--- src/lsmc_pkg.sv ---
// Constants and types for the LIN mode controller
package lsmc_pkg;

	// ----------------------------------------------------------------
	// Clock and timing
	// ----------------------------------------------------------------
	localparam int CLK_PERIOD_NS  = 10;
	localparam int DOM_TIMEOUT_NS = 6000000;
	localparam int DOM_CLEAR_NS   = 10000;
	localparam int RESET_DELAY_NS = 10000000;
	localparam int MODE_SEL_NS    = 3200;
	localparam int BUS_WAKE_NS    = 100000;
	localparam int PIN_WAKE_NS    = 200000;
	localparam int WDOG_NS        = 20000000;
	// Least times round up to whole cycles
	localparam int DOM_TIMEOUT_CYC =
		(DOM_TIMEOUT_NS + CLK_PERIOD_NS - 1) / CLK_PERIOD_NS;
	localparam int DOM_CLEAR_CYC   =
		(DOM_CLEAR_NS + CLK_PERIOD_NS - 1) / CLK_PERIOD_NS;
	localparam int RESET_DELAY_CYC =
		(RESET_DELAY_NS + CLK_PERIOD_NS - 1) / CLK_PERIOD_NS;
	localparam int MODE_SEL_CYC    =
		(MODE_SEL_NS + CLK_PERIOD_NS - 1) / CLK_PERIOD_NS;
	localparam int BUS_WAKE_CYC    =
		(BUS_WAKE_NS + CLK_PERIOD_NS - 1) / CLK_PERIOD_NS;
	localparam int PIN_WAKE_CYC    =
		(PIN_WAKE_NS + CLK_PERIOD_NS - 1) / CLK_PERIOD_NS;
	localparam int WDOG_CYC        = WDOG_NS / CLK_PERIOD_NS;

	// ----------------------------------------------------------------
	// Register map
	// ----------------------------------------------------------------
	localparam logic [3:0] ADDR_STATUS = 4'h0;
	localparam logic [3:0] ADDR_CTRL   = 4'h4;
	localparam int CTRL_LOCAL_WAKE_BIT = 0;
	localparam int CTRL_BUS_WAKE_BIT   = 1;
	localparam logic [1:0] CTRL_RESET  = 2'h3;
	localparam int ST_DOM_BIT  = 3;
	localparam int ST_WREQ_BIT = 4;
	localparam int ST_WSRC_BIT = 5;
	localparam int ST_RST_BIT  = 6;
	localparam int ST_DBG_BIT  = 7;

	typedef enum logic [2:0] {
		MODE_UNPOWERED,
		MODE_PRENORMAL,
		MODE_NORMAL,
		MODE_SELECT,
		MODE_SILENT,
		MODE_SLEEP
	} lsmc_mode_e;

endpackage : lsmc_pkg

--- src/lsmc_sync.sv ---
// Two-flop synchroniser for a group of pin inputs
`timescale 1ns/1ps
module lsmc_sync #(
	parameter int WIDTH = 1
) (
	// Clock and reset
	input  wire logic             core_clk,
	input  wire logic             reset,
	// Pins in, synchronised levels out
	input  wire logic [WIDTH-1:0] pin_in,
	output logic      [WIDTH-1:0] sync_out
);

	logic [WIDTH-1:0] meta_ff;

	always_ff @(posedge core_clk)
	begin
		if (reset)
		begin
			meta_ff  <= '0;
			sync_out <= '0;
		end
		else
		begin
			meta_ff  <= pin_in;
			sync_out <= meta_ff;
		end
	end

endmodule : lsmc_sync

--- src/lsmc_timer.sv ---
// Saturating run-time counter with a done level
`timescale 1ns/1ps
module lsmc_timer #(
	parameter int CYCLES = 1
) (
	// Clock and reset
	input  wire logic core_clk,
	input  wire logic reset,
	// Count while run is high, clear when it drops
	input  wire logic run,
	output logic      done
);

	localparam int W = $clog2(CYCLES + 1);
	localparam logic [W-1:0] LIMIT = W'(CYCLES);

	logic [W-1:0] cnt_ff;
	logic [W-1:0] nxt_cnt;

	assign nxt_cnt = !run ? '0 :
		(cnt_ff == LIMIT) ? cnt_ff : cnt_ff + 1'b1;
	assign done = run && (cnt_ff == LIMIT);

	always_ff @(posedge core_clk)
	begin
		if (reset)
			cnt_ff <= '0;
		else
			cnt_ff <= nxt_cnt;
	end

endmodule : lsmc_timer

--- src/lsmc_mode_ctrl.sv ---
// Operating-mode controller of a LIN system-basis chip
//
// Register access over Avalon-MM and the address map were chosen for this implementation.
`timescale 1ns/1ps
module lsmc_mode_ctrl #(
	parameter int DOM_TIMEOUT_CYC = lsmc_pkg::DOM_TIMEOUT_CYC,
	parameter int RESET_DELAY_CYC = lsmc_pkg::RESET_DELAY_CYC,
	parameter int BUS_WAKE_CYC    = lsmc_pkg::BUS_WAKE_CYC,
	parameter int PIN_WAKE_CYC    = lsmc_pkg::PIN_WAKE_CYC,
	parameter int WDOG_CYC        = lsmc_pkg::WDOG_CYC
) (
	// Clock and reset
	input  wire logic        core_clk,
	input  wire logic        reset,
	// Controller pins
	input  wire logic        enable,
	input  wire logic        tx_in,
	input  wire logic        trigger_rise,
	input  wire logic        trigger_fall,
	input  wire logic        debug_sel,
	output logic             tx_out,
	output logic             tx_oe,
	output logic             rx_out,
	output logic             reset_out_n,
	// Bus and supply side
	input  wire logic        bus_in,
	input  wire logic        wake_n,
	input  wire logic        vs_present,
	input  wire logic        vs_low,
	input  wire logic        vdd_undervolt,
	output logic             bus_drive_dom,
	output logic             term_en,
	output logic             reg_en,
	// Avalon-MM slave
	input  wire logic [3:0]  avs_address,
	input  wire logic        avs_read,
	input  wire logic        avs_write,
	input  wire logic [31:0] avs_writedata,
	input  wire logic [3:0]  avs_byteenable,
	output logic [31:0]      avs_readdata,
	output logic             avs_waitrequest
);

	// ----------------------------------------------------------------
	// Pin synchronisers
	// ----------------------------------------------------------------
	logic [5:0] pins_s;
	logic       en_s, tx_s, bus_s, wake_s, trr_s, trf_s;
	logic       dbg_s, vsp_s, vsl_s, uv_s;

	lsmc_sync #(.WIDTH(10)) u_sync (
		.core_clk (core_clk),
		.reset    (reset),
		.pin_in   ({vdd_undervolt, vs_low, vs_present, debug_sel,
			trigger_fall, trigger_rise, wake_n, bus_in, tx_in,
			enable}),
		.sync_out ({uv_s, vsl_s, vsp_s, dbg_s, pins_s[5:0]})
	);
	assign {trf_s, trr_s, wake_s, bus_s, tx_s, en_s} = pins_s[5:0];

	// ----------------------------------------------------------------
	// State
	// ----------------------------------------------------------------
	lsmc_pkg::lsmc_mode_e mode_ff, nxt_mode;
	logic       en_d_ff, trr_d_ff, trf_d_ff, bus_arm_ff;
	logic       dom_to_ff, rst_hold_ff, wreq_ff, wsrc_bus_ff;
	logic [1:0] ctrl_ff;
	logic       nxt_dom_to, nxt_rst_hold, nxt_wreq, nxt_wsrc_bus;
	logic       nxt_bus_arm;
	logic       dom_done, rec_done, rst_done, bwake_done, pwake_done;
	logic       msel_done, wd_done;
	logic       rst_set;

	wire in_normal = (mode_ff == lsmc_pkg::MODE_NORMAL);
	wire in_pre    = (mode_ff == lsmc_pkg::MODE_PRENORMAL);
	wire in_silent = (mode_ff == lsmc_pkg::MODE_SILENT);
	wire in_sleep  = (mode_ff == lsmc_pkg::MODE_SLEEP);
	wire in_low    = in_silent || in_sleep;
	wire en_fall   = en_d_ff && !en_s;
	wire trig_evt  = (trr_s && !trr_d_ff) || (!trf_s && trf_d_ff);
	wire bus_wake  = bwake_done && ctrl_ff[lsmc_pkg::CTRL_BUS_WAKE_BIT];
	wire pin_wake  = pwake_done &&
		ctrl_ff[lsmc_pkg::CTRL_LOCAL_WAKE_BIT];
	// Watchdog only while the regulator feeds a running controller
	wire wd_active = (in_pre || in_normal) && !rst_hold_ff && !dbg_s;

	// ----------------------------------------------------------------
	// Timers
	// ----------------------------------------------------------------
	lsmc_timer #(.CYCLES(DOM_TIMEOUT_CYC)) u_dom (
		.core_clk (core_clk),
		.reset    (reset),
		.run      (in_normal && !tx_s),
		.done     (dom_done)
	);
	lsmc_timer #(.CYCLES(lsmc_pkg::DOM_CLEAR_CYC)) u_rec (
		.core_clk (core_clk),
		.reset    (reset),
		.run      (dom_to_ff && tx_s),
		.done     (rec_done)
	);
	lsmc_timer #(.CYCLES(RESET_DELAY_CYC)) u_rst (
		.core_clk (core_clk),
		.reset    (reset),
		// Counts from the last cause, so Unpowered time gives no credit
		.run      (rst_hold_ff && !rst_set && !uv_s),
		.done     (rst_done)
	);
	lsmc_timer #(.CYCLES(lsmc_pkg::MODE_SEL_CYC)) u_msel (
		.core_clk (core_clk),
		.reset    (reset),
		.run      (mode_ff == lsmc_pkg::MODE_SELECT),
		.done     (msel_done)
	);
	// Bus wake needs a falling edge: armed only by a recessive level
	lsmc_timer #(.CYCLES(BUS_WAKE_CYC)) u_bwake (
		.core_clk (core_clk),
		.reset    (reset),
		.run      (in_low && bus_arm_ff && !bus_s),
		.done     (bwake_done)
	);
	lsmc_timer #(.CYCLES(PIN_WAKE_CYC)) u_pwake (
		.core_clk (core_clk),
		.reset    (reset),
		.run      (in_low && !wake_s),
		.done     (pwake_done)
	);
	lsmc_timer #(.CYCLES(WDOG_CYC)) u_wdog (
		.core_clk (core_clk),
		.reset    (reset),
		.run      (wd_active && !trig_evt),
		.done     (wd_done)
	);

	// ----------------------------------------------------------------
	// Mode state machine
	// ----------------------------------------------------------------
	always_comb
	begin
		nxt_mode = mode_ff;
		if (!vsp_s)
			nxt_mode = lsmc_pkg::MODE_UNPOWERED;
		else
		begin
			case (mode_ff)
				lsmc_pkg::MODE_UNPOWERED:
					nxt_mode = lsmc_pkg::MODE_PRENORMAL;
				lsmc_pkg::MODE_PRENORMAL:
					if (en_s && !rst_hold_ff)
						nxt_mode = lsmc_pkg::MODE_NORMAL;
				lsmc_pkg::MODE_NORMAL:
					if (uv_s)
						nxt_mode = lsmc_pkg::MODE_PRENORMAL;
					else if (en_fall)
						nxt_mode = lsmc_pkg::MODE_SELECT;
				lsmc_pkg::MODE_SELECT:
					// Tolerates TX falling shortly after enable
					if (en_s)
						nxt_mode = lsmc_pkg::MODE_NORMAL;
					else if (msel_done && tx_s)
						nxt_mode = lsmc_pkg::MODE_SILENT;
					else if (msel_done)
						nxt_mode = lsmc_pkg::MODE_SLEEP;
				lsmc_pkg::MODE_SILENT:
					if (uv_s || vsl_s || bus_wake || pin_wake)
						nxt_mode = lsmc_pkg::MODE_PRENORMAL;
					else if (en_s)
						nxt_mode = lsmc_pkg::MODE_NORMAL;
				lsmc_pkg::MODE_SLEEP:
					// Enable alone cannot end Sleep
					if (vsl_s || bus_wake || pin_wake)
						nxt_mode = lsmc_pkg::MODE_PRENORMAL;
				default:
					nxt_mode = lsmc_pkg::MODE_PRENORMAL;
			endcase
		end
	end

	// ----------------------------------------------------------------
	// Flags
	// ----------------------------------------------------------------
	assign nxt_dom_to = dom_done || (dom_to_ff && !rec_done);
	// Sleep lets the regulator fall with no undervoltage reset
	assign rst_set = !in_sleep && (
		(mode_ff == lsmc_pkg::MODE_UNPOWERED) || uv_s || wd_done ||
		(in_low && vsl_s));
	assign nxt_rst_hold = rst_set || (rst_hold_ff && !rst_done);
	wire wake_set = in_low && (bus_wake || pin_wake);
	assign nxt_wreq = wake_set || (wreq_ff && !(in_pre && en_s));
	assign nxt_wsrc_bus = wake_set ? bus_wake :
		(wsrc_bus_ff && !(in_pre && en_s));
	assign nxt_bus_arm = in_low && (bus_s || bus_arm_ff);

	always_ff @(posedge core_clk)
	begin
		if (reset)
		begin
			mode_ff     <= lsmc_pkg::MODE_UNPOWERED;
			en_d_ff     <= 1'b0;
			trr_d_ff    <= 1'b0;
			trf_d_ff    <= 1'b0;
			bus_arm_ff  <= 1'b0;
			dom_to_ff   <= 1'b0;
			rst_hold_ff <= 1'b1;
			wreq_ff     <= 1'b0;
			wsrc_bus_ff <= 1'b0;
		end
		else
		begin
			mode_ff     <= nxt_mode;
			en_d_ff     <= en_s;
			trr_d_ff    <= trr_s;
			trf_d_ff    <= trf_s;
			bus_arm_ff  <= nxt_bus_arm;
			dom_to_ff   <= nxt_dom_to;
			rst_hold_ff <= nxt_rst_hold;
			wreq_ff     <= nxt_wreq;
			wsrc_bus_ff <= nxt_wsrc_bus;
		end
	end

	// ----------------------------------------------------------------
	// Pin outputs
	// ----------------------------------------------------------------
	wire powered = (mode_ff != lsmc_pkg::MODE_UNPOWERED);
	wire nxt_drive = in_normal && !tx_s && !dom_to_ff;
	wire nxt_rx = (!powered || in_sleep) ? 1'b0 :
		(in_pre && wreq_ff) ? 1'b0 : bus_s;
	wire nxt_rstn = powered && !in_sleep && !rst_hold_ff &&
		!uv_s;
	wire nxt_term = in_pre || in_normal;
	wire nxt_reg = powered && !in_sleep;
	wire nxt_txoe = in_pre;

	always_ff @(posedge core_clk)
	begin
		if (reset)
		begin
			bus_drive_dom <= 1'b0;
			rx_out        <= 1'b0;
			reset_out_n   <= 1'b0;
			term_en       <= 1'b0;
			reg_en        <= 1'b0;
			tx_oe         <= 1'b0;
			tx_out        <= 1'b0;
		end
		else
		begin
			bus_drive_dom <= nxt_drive;
			rx_out        <= nxt_rx;
			reset_out_n   <= nxt_rstn;
			term_en       <= nxt_term;
			reg_en        <= nxt_reg;
			tx_oe         <= nxt_txoe;
			tx_out        <= wsrc_bus_ff;
		end
	end

	// ----------------------------------------------------------------
	// Avalon-MM slave, one wait state per access
	// ----------------------------------------------------------------
	wire        req     = avs_read || avs_write;
	wire        take    = req && avs_waitrequest;
	wire        hit_st  = (avs_address == lsmc_pkg::ADDR_STATUS);
	wire        hit_ctl = (avs_address == lsmc_pkg::ADDR_CTRL);
	wire [31:0] st_word = {24'h000000, dbg_s, rst_hold_ff, wsrc_bus_ff,
		wreq_ff, dom_to_ff, mode_ff};
	wire [31:0] rd_word = hit_st ? st_word :
		hit_ctl ? {30'h00000000, ctrl_ff} : 32'h00000000;
	wire        ctl_wr  = take && avs_write && hit_ctl &&
		avs_byteenable[0];
	wire [1:0]  nxt_ctrl = ctl_wr ? avs_writedata[1:0] : ctrl_ff;

	always_ff @(posedge core_clk)
	begin
		if (reset)
		begin
			avs_waitrequest <= 1'b1;
			avs_readdata    <= 32'h00000000;
			ctrl_ff         <= lsmc_pkg::CTRL_RESET;
		end
		else
		begin
			avs_waitrequest <= !take;
			avs_readdata    <= (take && avs_read) ? rd_word : avs_readdata;
			ctrl_ff         <= nxt_ctrl;
		end
	end

	// ----------------------------------------------------------------
	// Assertions
	// ----------------------------------------------------------------
	property p_dom_force;
		@(posedge core_clk) disable iff (reset)
		dom_to_ff |=> !bus_drive_dom;
	endproperty
	a_dom_force: assert property (p_dom_force)
		else $error("bus driven during dominant timeout");

	property p_dom_clear;
		@(posedge core_clk) disable iff (reset)
		$fell(dom_to_ff) |-> $past(rec_done) && $past(tx_s);
	endproperty
	a_dom_clear: assert property (p_dom_clear)
		else $error("timeout cleared without recessive time");

	property p_rx_normal;
		@(posedge core_clk) disable iff (reset)
		in_normal |=> rx_out == $past(bus_s);
	endproperty
	a_rx_normal: assert property (p_rx_normal)
		else $error("rx_out does not mirror bus");

	property p_normal_tx;
		@(posedge core_clk) disable iff (reset)
		in_normal && !tx_s && !dom_to_ff |=> bus_drive_dom && term_en;
	endproperty
	a_normal_tx: assert property (p_normal_tx)
		else $error("normal mode does not transmit");

	property p_to_silent;
		@(posedge core_clk) disable iff (reset)
		mode_ff == lsmc_pkg::MODE_SELECT && msel_done && tx_s &&
		!en_s && vsp_s |=> in_silent ##1 !bus_drive_dom && !term_en;
	endproperty
	a_to_silent: assert property (p_to_silent)
		else $error("silent mode not entered");

	property p_to_sleep;
		@(posedge core_clk) disable iff (reset)
		mode_ff == lsmc_pkg::MODE_SELECT && msel_done && !tx_s &&
		!en_s && vsp_s |=> in_sleep;
	endproperty
	a_to_sleep: assert property (p_to_sleep)
		else $error("sleep mode not entered");

	property p_sleep_outs;
		@(posedge core_clk) disable iff (reset)
		in_sleep [*2] |-> !reset_out_n && !rx_out && !reg_en && !term_en;
	endproperty
	a_sleep_outs: assert property (p_sleep_outs)
		else $error("sleep outputs not off");

	property p_silent_uv;
		@(posedge core_clk) disable iff (reset)
		in_silent && uv_s && vsp_s |=> in_pre && rst_hold_ff
		##1 !reset_out_n;
	endproperty
	a_silent_uv: assert property (p_silent_uv)
		else $error("silent undervoltage not handled");

	property p_silent_en;
		@(posedge core_clk) disable iff (reset)
		in_silent && en_s && vsp_s && !uv_s && !vsl_s && !bus_wake &&
		!pin_wake |=> in_normal;
	endproperty
	a_silent_en: assert property (p_silent_en)
		else $error("silent to normal not direct");

	property p_pre_hold;
		@(posedge core_clk) disable iff (reset)
		in_pre && vsp_s && (!en_s || rst_hold_ff) |=> in_pre;
	endproperty
	a_pre_hold: assert property (p_pre_hold)
		else $error("pre-normal left early");

	property p_debug;
		@(posedge core_clk) disable iff (reset)
		dbg_s |-> !wd_done;
	endproperty
	a_debug: assert property (p_debug)
		else $error("watchdog active in debug");

	property p_wake_clear;
		@(posedge core_clk) disable iff (reset)
		in_pre && en_s && !rst_hold_ff && vsp_s |=> !wreq_ff ##1
		!tx_oe;
	endproperty
	a_wake_clear: assert property (p_wake_clear)
		else $error("wake flags not cleared");

	c_sleep: cover property (@(posedge core_clk) disable iff (reset)
		in_sleep);
	c_bus_wake: cover property (@(posedge core_clk) disable iff (reset)
		in_sleep ##1 in_pre && wreq_ff && wsrc_bus_ff);
	c_dom: cover property (@(posedge core_clk) disable iff (reset)
		$rose(dom_to_ff));
	c_silent_normal: cover property (@(posedge core_clk)
		disable iff (reset) in_silent ##1 in_normal);

endmodule : lsmc_mode_ctrl

--- config.mk ---
export PLATFORM = sky130hd
export DESIGN_NAME = lsmc_mode_ctrl
export DESIGN_NICKNAME = d
export VERILOG_FILES = /design/src/lsmc_pkg.sv /design/src/lsmc_sync.sv /design/src/lsmc_timer.sv /design/src/lsmc_mode_ctrl.sv
export SDC_FILE = /design/constraint.sdc
export NUM_CORES = 1
export LEC_CHECK = 0
export BUFFER_PORTS_ARGS = -buffer_cell sky130_fd_sc_hd__buf_4
export CORE_MARGIN = 3
export CORE_UTILIZATION = 25
export DETAILED_ROUTE_END_ITERATION = 10
export SLEW_MARGIN = 10
export SYNTH_ARGS = -nofsm -noshare
export SYNTH_HDL_FRONTEND = slang
export SYNTH_SLANG_ARGS = --single-unit
--- constraint.sdc ---
create_clock -name core_clk -period 2.1 [get_ports core_clk]
set_clock_uncertainty 0.1 [all_clocks]
set_input_delay 0.21 -clock core_clk [delete_from_list [all_inputs] [get_ports core_clk]]
set_output_delay 0.21 -clock core_clk [all_outputs]
set_load 0.01 [all_outputs]
==> impl_metrics.tcl <==
set metrics [dict create \
    worstSetupPathType "reg -> reg" \
    worst_pin_slew_ps 563 \
    worstHoldEndpoint "avs_readdata[0]" \
    synth_edf_count 0 \
    mostFrequentLayoutCell "dfxtp_1" \
    p_sw_frac 0.203 \
    rrSetupSlack_ps 80 \
    vias_per_cell 4.26 \
    place_area_sq_um 7570 \
    ys_seq_area_frac 0.462 \
    grtUsageTotal 0.0920 \
    ant_nets 0 \
    drive_above_1_share 0.133 \
    period_share 0.960 \
    synth_cells 766 \
    dr.first_iter.drc_count 223 \
    slew_headroom 0.625 \
    ys_types 57 \
    worstPathRequired_ps 2320 \
    status "finished clean" \
    critPathCaptureType "register" \
    busiest_layer "met2" \
    async_flop_share 0 \
    grt_util_met3 0.0202 \
    finalHoldViolCount 0 \
    cts_buffers 17 \
    die_area_sq_um 29400 \
    rr_worst_depth 7 \
    num_rows 59 \
    cts_tree "built" \
    syn_area_sq_um 6850 \
    met1_usage 0.112 \
    power_leakage_nw 2.97 \
    ys_seq_elements 158 \
    pwr-share-seq 0.483 \
    fin_ws_ps 84.7 \
    ys.flop_type "dfxtp_1" \
    regToRegStartpoint "u_bwake.cnt_ff[0]" \
    finalMaxSlewViolations 0 \
    clk_pin_slew_worst_paths_ps 60 \
    grt_pass1_wl_um 21900 \
    hold_class "in -> reg" \
    place_ws_ps 69.6 \
    p_clk_frac 0.494 \
    worstPathMaxFanout 3 \
    final_nets 911 \
    gp_congestion 0.784 \
    maxCapViolations 0 \
    report.final.setup_viol 0 \
    grt_pass1_vias 4681 \
    synth.largest_area_cell "dfxtp_1" \
    cts_buffer_depth 2 \
    vdd_ir_drop_max_mv 0.401 \
    finalCriticalPeriod_ps 2020 \
    initial_core_util 0.258 \
    power_frac_comb 0.023 \
    min-delay-start "avs_read" \
    num_antenna_cells 0 \
    core_sq_um 26500 \
    utilization 0.314 \
    hold_path_depth 3 \
    drcViolationCount 0 \
    design_area_sq_um 8320 \
    cts-root-buf "clkbuf_16" \
    fin_tns_setup_ps 0 \
    port_buffers 36 \
    clkSinkCount 158 \
    clk-insertion-delay-late_ps 420 \
    synth_top_area_share 0.462 \
    vias 5077 \
    rsz0062_at_grt "no" \
    wl_um 13300 \
    first_pass_iters 4 \
    startpoint_type "register" \
    htree_levels 4 \
    use_met2 0.153 \
    antenna_found_initial 0 \
    grt_max_degree 24 \
    max_freq_ghz 0.496 \
    grt_overflow_total 0 \
    hpwlAfterDp_um 9450 \
    wl_per_cell_um 11.2 \
    cellPowerDensity_nw_per_um2 754 \
    synth_top_cells_by_area "dfxtp_1 (46%), xor2_1 (7.8%), nor2_1 (7.1%), xnor2_1 (3.5%), nand3_1 (3.3%)" \
    rr_endpoint "mode_ff[0]" \
    switching_power_mw 1.28 \
    crit_arrival_ps 2230 \
    power.internal_mw 5.00 \
    final_cell_mix "dfxtp_1 (156), nor2_1 (130), buf_4 (62)" \
    die_y_um 172 \
    die_w_um 172 \
    ios 94 \
    synth_warnings 0 \
    synthToLayoutAreaGrowth_pct 21.5 \
    avgSynthCellArea_sq_um 8.94 \
]
==> state kept, by name, indices dropped and copies added (netlist names), 2 cells and up <==
| signal | flops |
|---|---|
| u_wdog.cnt_ff | 21 |
| u_dom.cnt_ff | 20 |
| u_rst.cnt_ff | 20 |
| u_pwake.cnt_ff | 15 |
| u_bwake.cnt_ff | 14 |
| u_rec.cnt_ff | 10 |
| u_sync.meta_ff | 10 |
| u_sync.sync_out | 10 |
| u_msel.cnt_ff | 9 |
| avs_readdata | 8 |
| mode_ff | 3 |
| ctrl_ff | 2 |
==> layout make-up <==
| type | count | area, sq um |
|---|---|---|
| Inverter | 30 | 113 |
| Timing Repair Buffer | 77 | 626 |
| Sequential cell | 158 | 3170 |
| Clock inverter | 8 | 105 |
| Multi-Input combinational cell | 559 | 3390 |
| Tap cell | 335 | 419 |
| Clock buffer | 24 | 502 |
| Fill cell | 2737 | 18200 |
==> synth_stat cells (all sizes together) (3+ instances only) <==
cell type,n
dfxtp,158
nor2,131
xor2,61
nand2,46
nand3,45
buf,33
inv,30
nor2b,28
nand4,27
xnor2,27
and3,22
a21oi,19
ha,14
o21ai,14
or3,11
nor3,10
clkbuf,9
and4,8
nor4,8
mux2i,7
a22oi,6
nand2b,6
nor4b,4
nor4bb,4
or4,4
a31oi,3
and2,3
and4b,3
mux2,3
==> through the flow <==
step,std cells,power [mW],hold WS [ps]
after floorplan,789,3.20,226
after global placement,1145,3.22,325
after detailed placement,1145,3.22,320
after CTS,1191,6.36,10.4
after global routing,1191,6.50,18.7
final,1191,6.28,29.7
==> worst max-delay path, stage by stage (launching register included) <==
cell     delay (ps)
dfxtp_2         340
inv_1            60
ha_1            190
and2_1          150
and4_1          190
and4_4          200
or4_4           490
o21ba_2         200
==> metal layers <==
layer	vias up	wire [um]
met4	0	310
met1	2316	6490
met2	48	6240
met3	14	261
met5	-	0
li1	2699	-
==> worst max-delay path by stage <==
stage                      startpoint          endpoint  depth (start not counted)
finish              u_bwake.cnt_ff[0]        mode_ff[0]                          7
global route         u_wdog.cnt_ff[4]  u_rst.cnt_ff[18]                          6
CTS                 u_bwake.cnt_ff[0]        mode_ff[0]                          7
detailed placement  u_bwake.cnt_ff[0]        mode_ff[0]                          7
global placement    u_bwake.cnt_ff[0]        mode_ff[0]                          7
floorplan           u_bwake.cnt_ff[0]        mode_ff[0]                          8
==> logic make-up (layout without fill, tap and decap cells) <==
group | Yosys count | count (layout) | share of synthesized area
fa+ha+maj | 14 | 14 | 0.0256
other cells | 1 | 24 | 0.000548
flops | 158 | 158 | 0.462
compound gates | 55 | 55 | 0.0521
mux | 10 | 10 | 0.0152
buf+inv | 72 | 139 | 0.0561
xor+xnor | 88 | 88 | 0.113
simple gates | 368 | 368 | 0.276
==> power groups by stage <==
stage          clock network [mW]  logic (mW)  registers [mW]
6_report                     3.10       0.142            3.03
5_1_grt                      3.31       0.159            3.03
4_1_cts                      3.19       0.144            3.03
3_5_place_dp                    0       0.123            3.10
3_3_place_gp                    0       0.122            3.10
2_1_floorplan                   0      0.0998            3.10
==> what timing repair did <==
| item | CTS | global route |
|---|---|---|
| gates resized for setup | 0 | 3 |
| setup buffers | 0 | 0 |
| endpoints found under the hold margin | 13 | 0 |
| hold buffers | 14 | 0 |
| setup endpoints to repair | 0 | 3 |
Power figures use the tool's default switching activity.
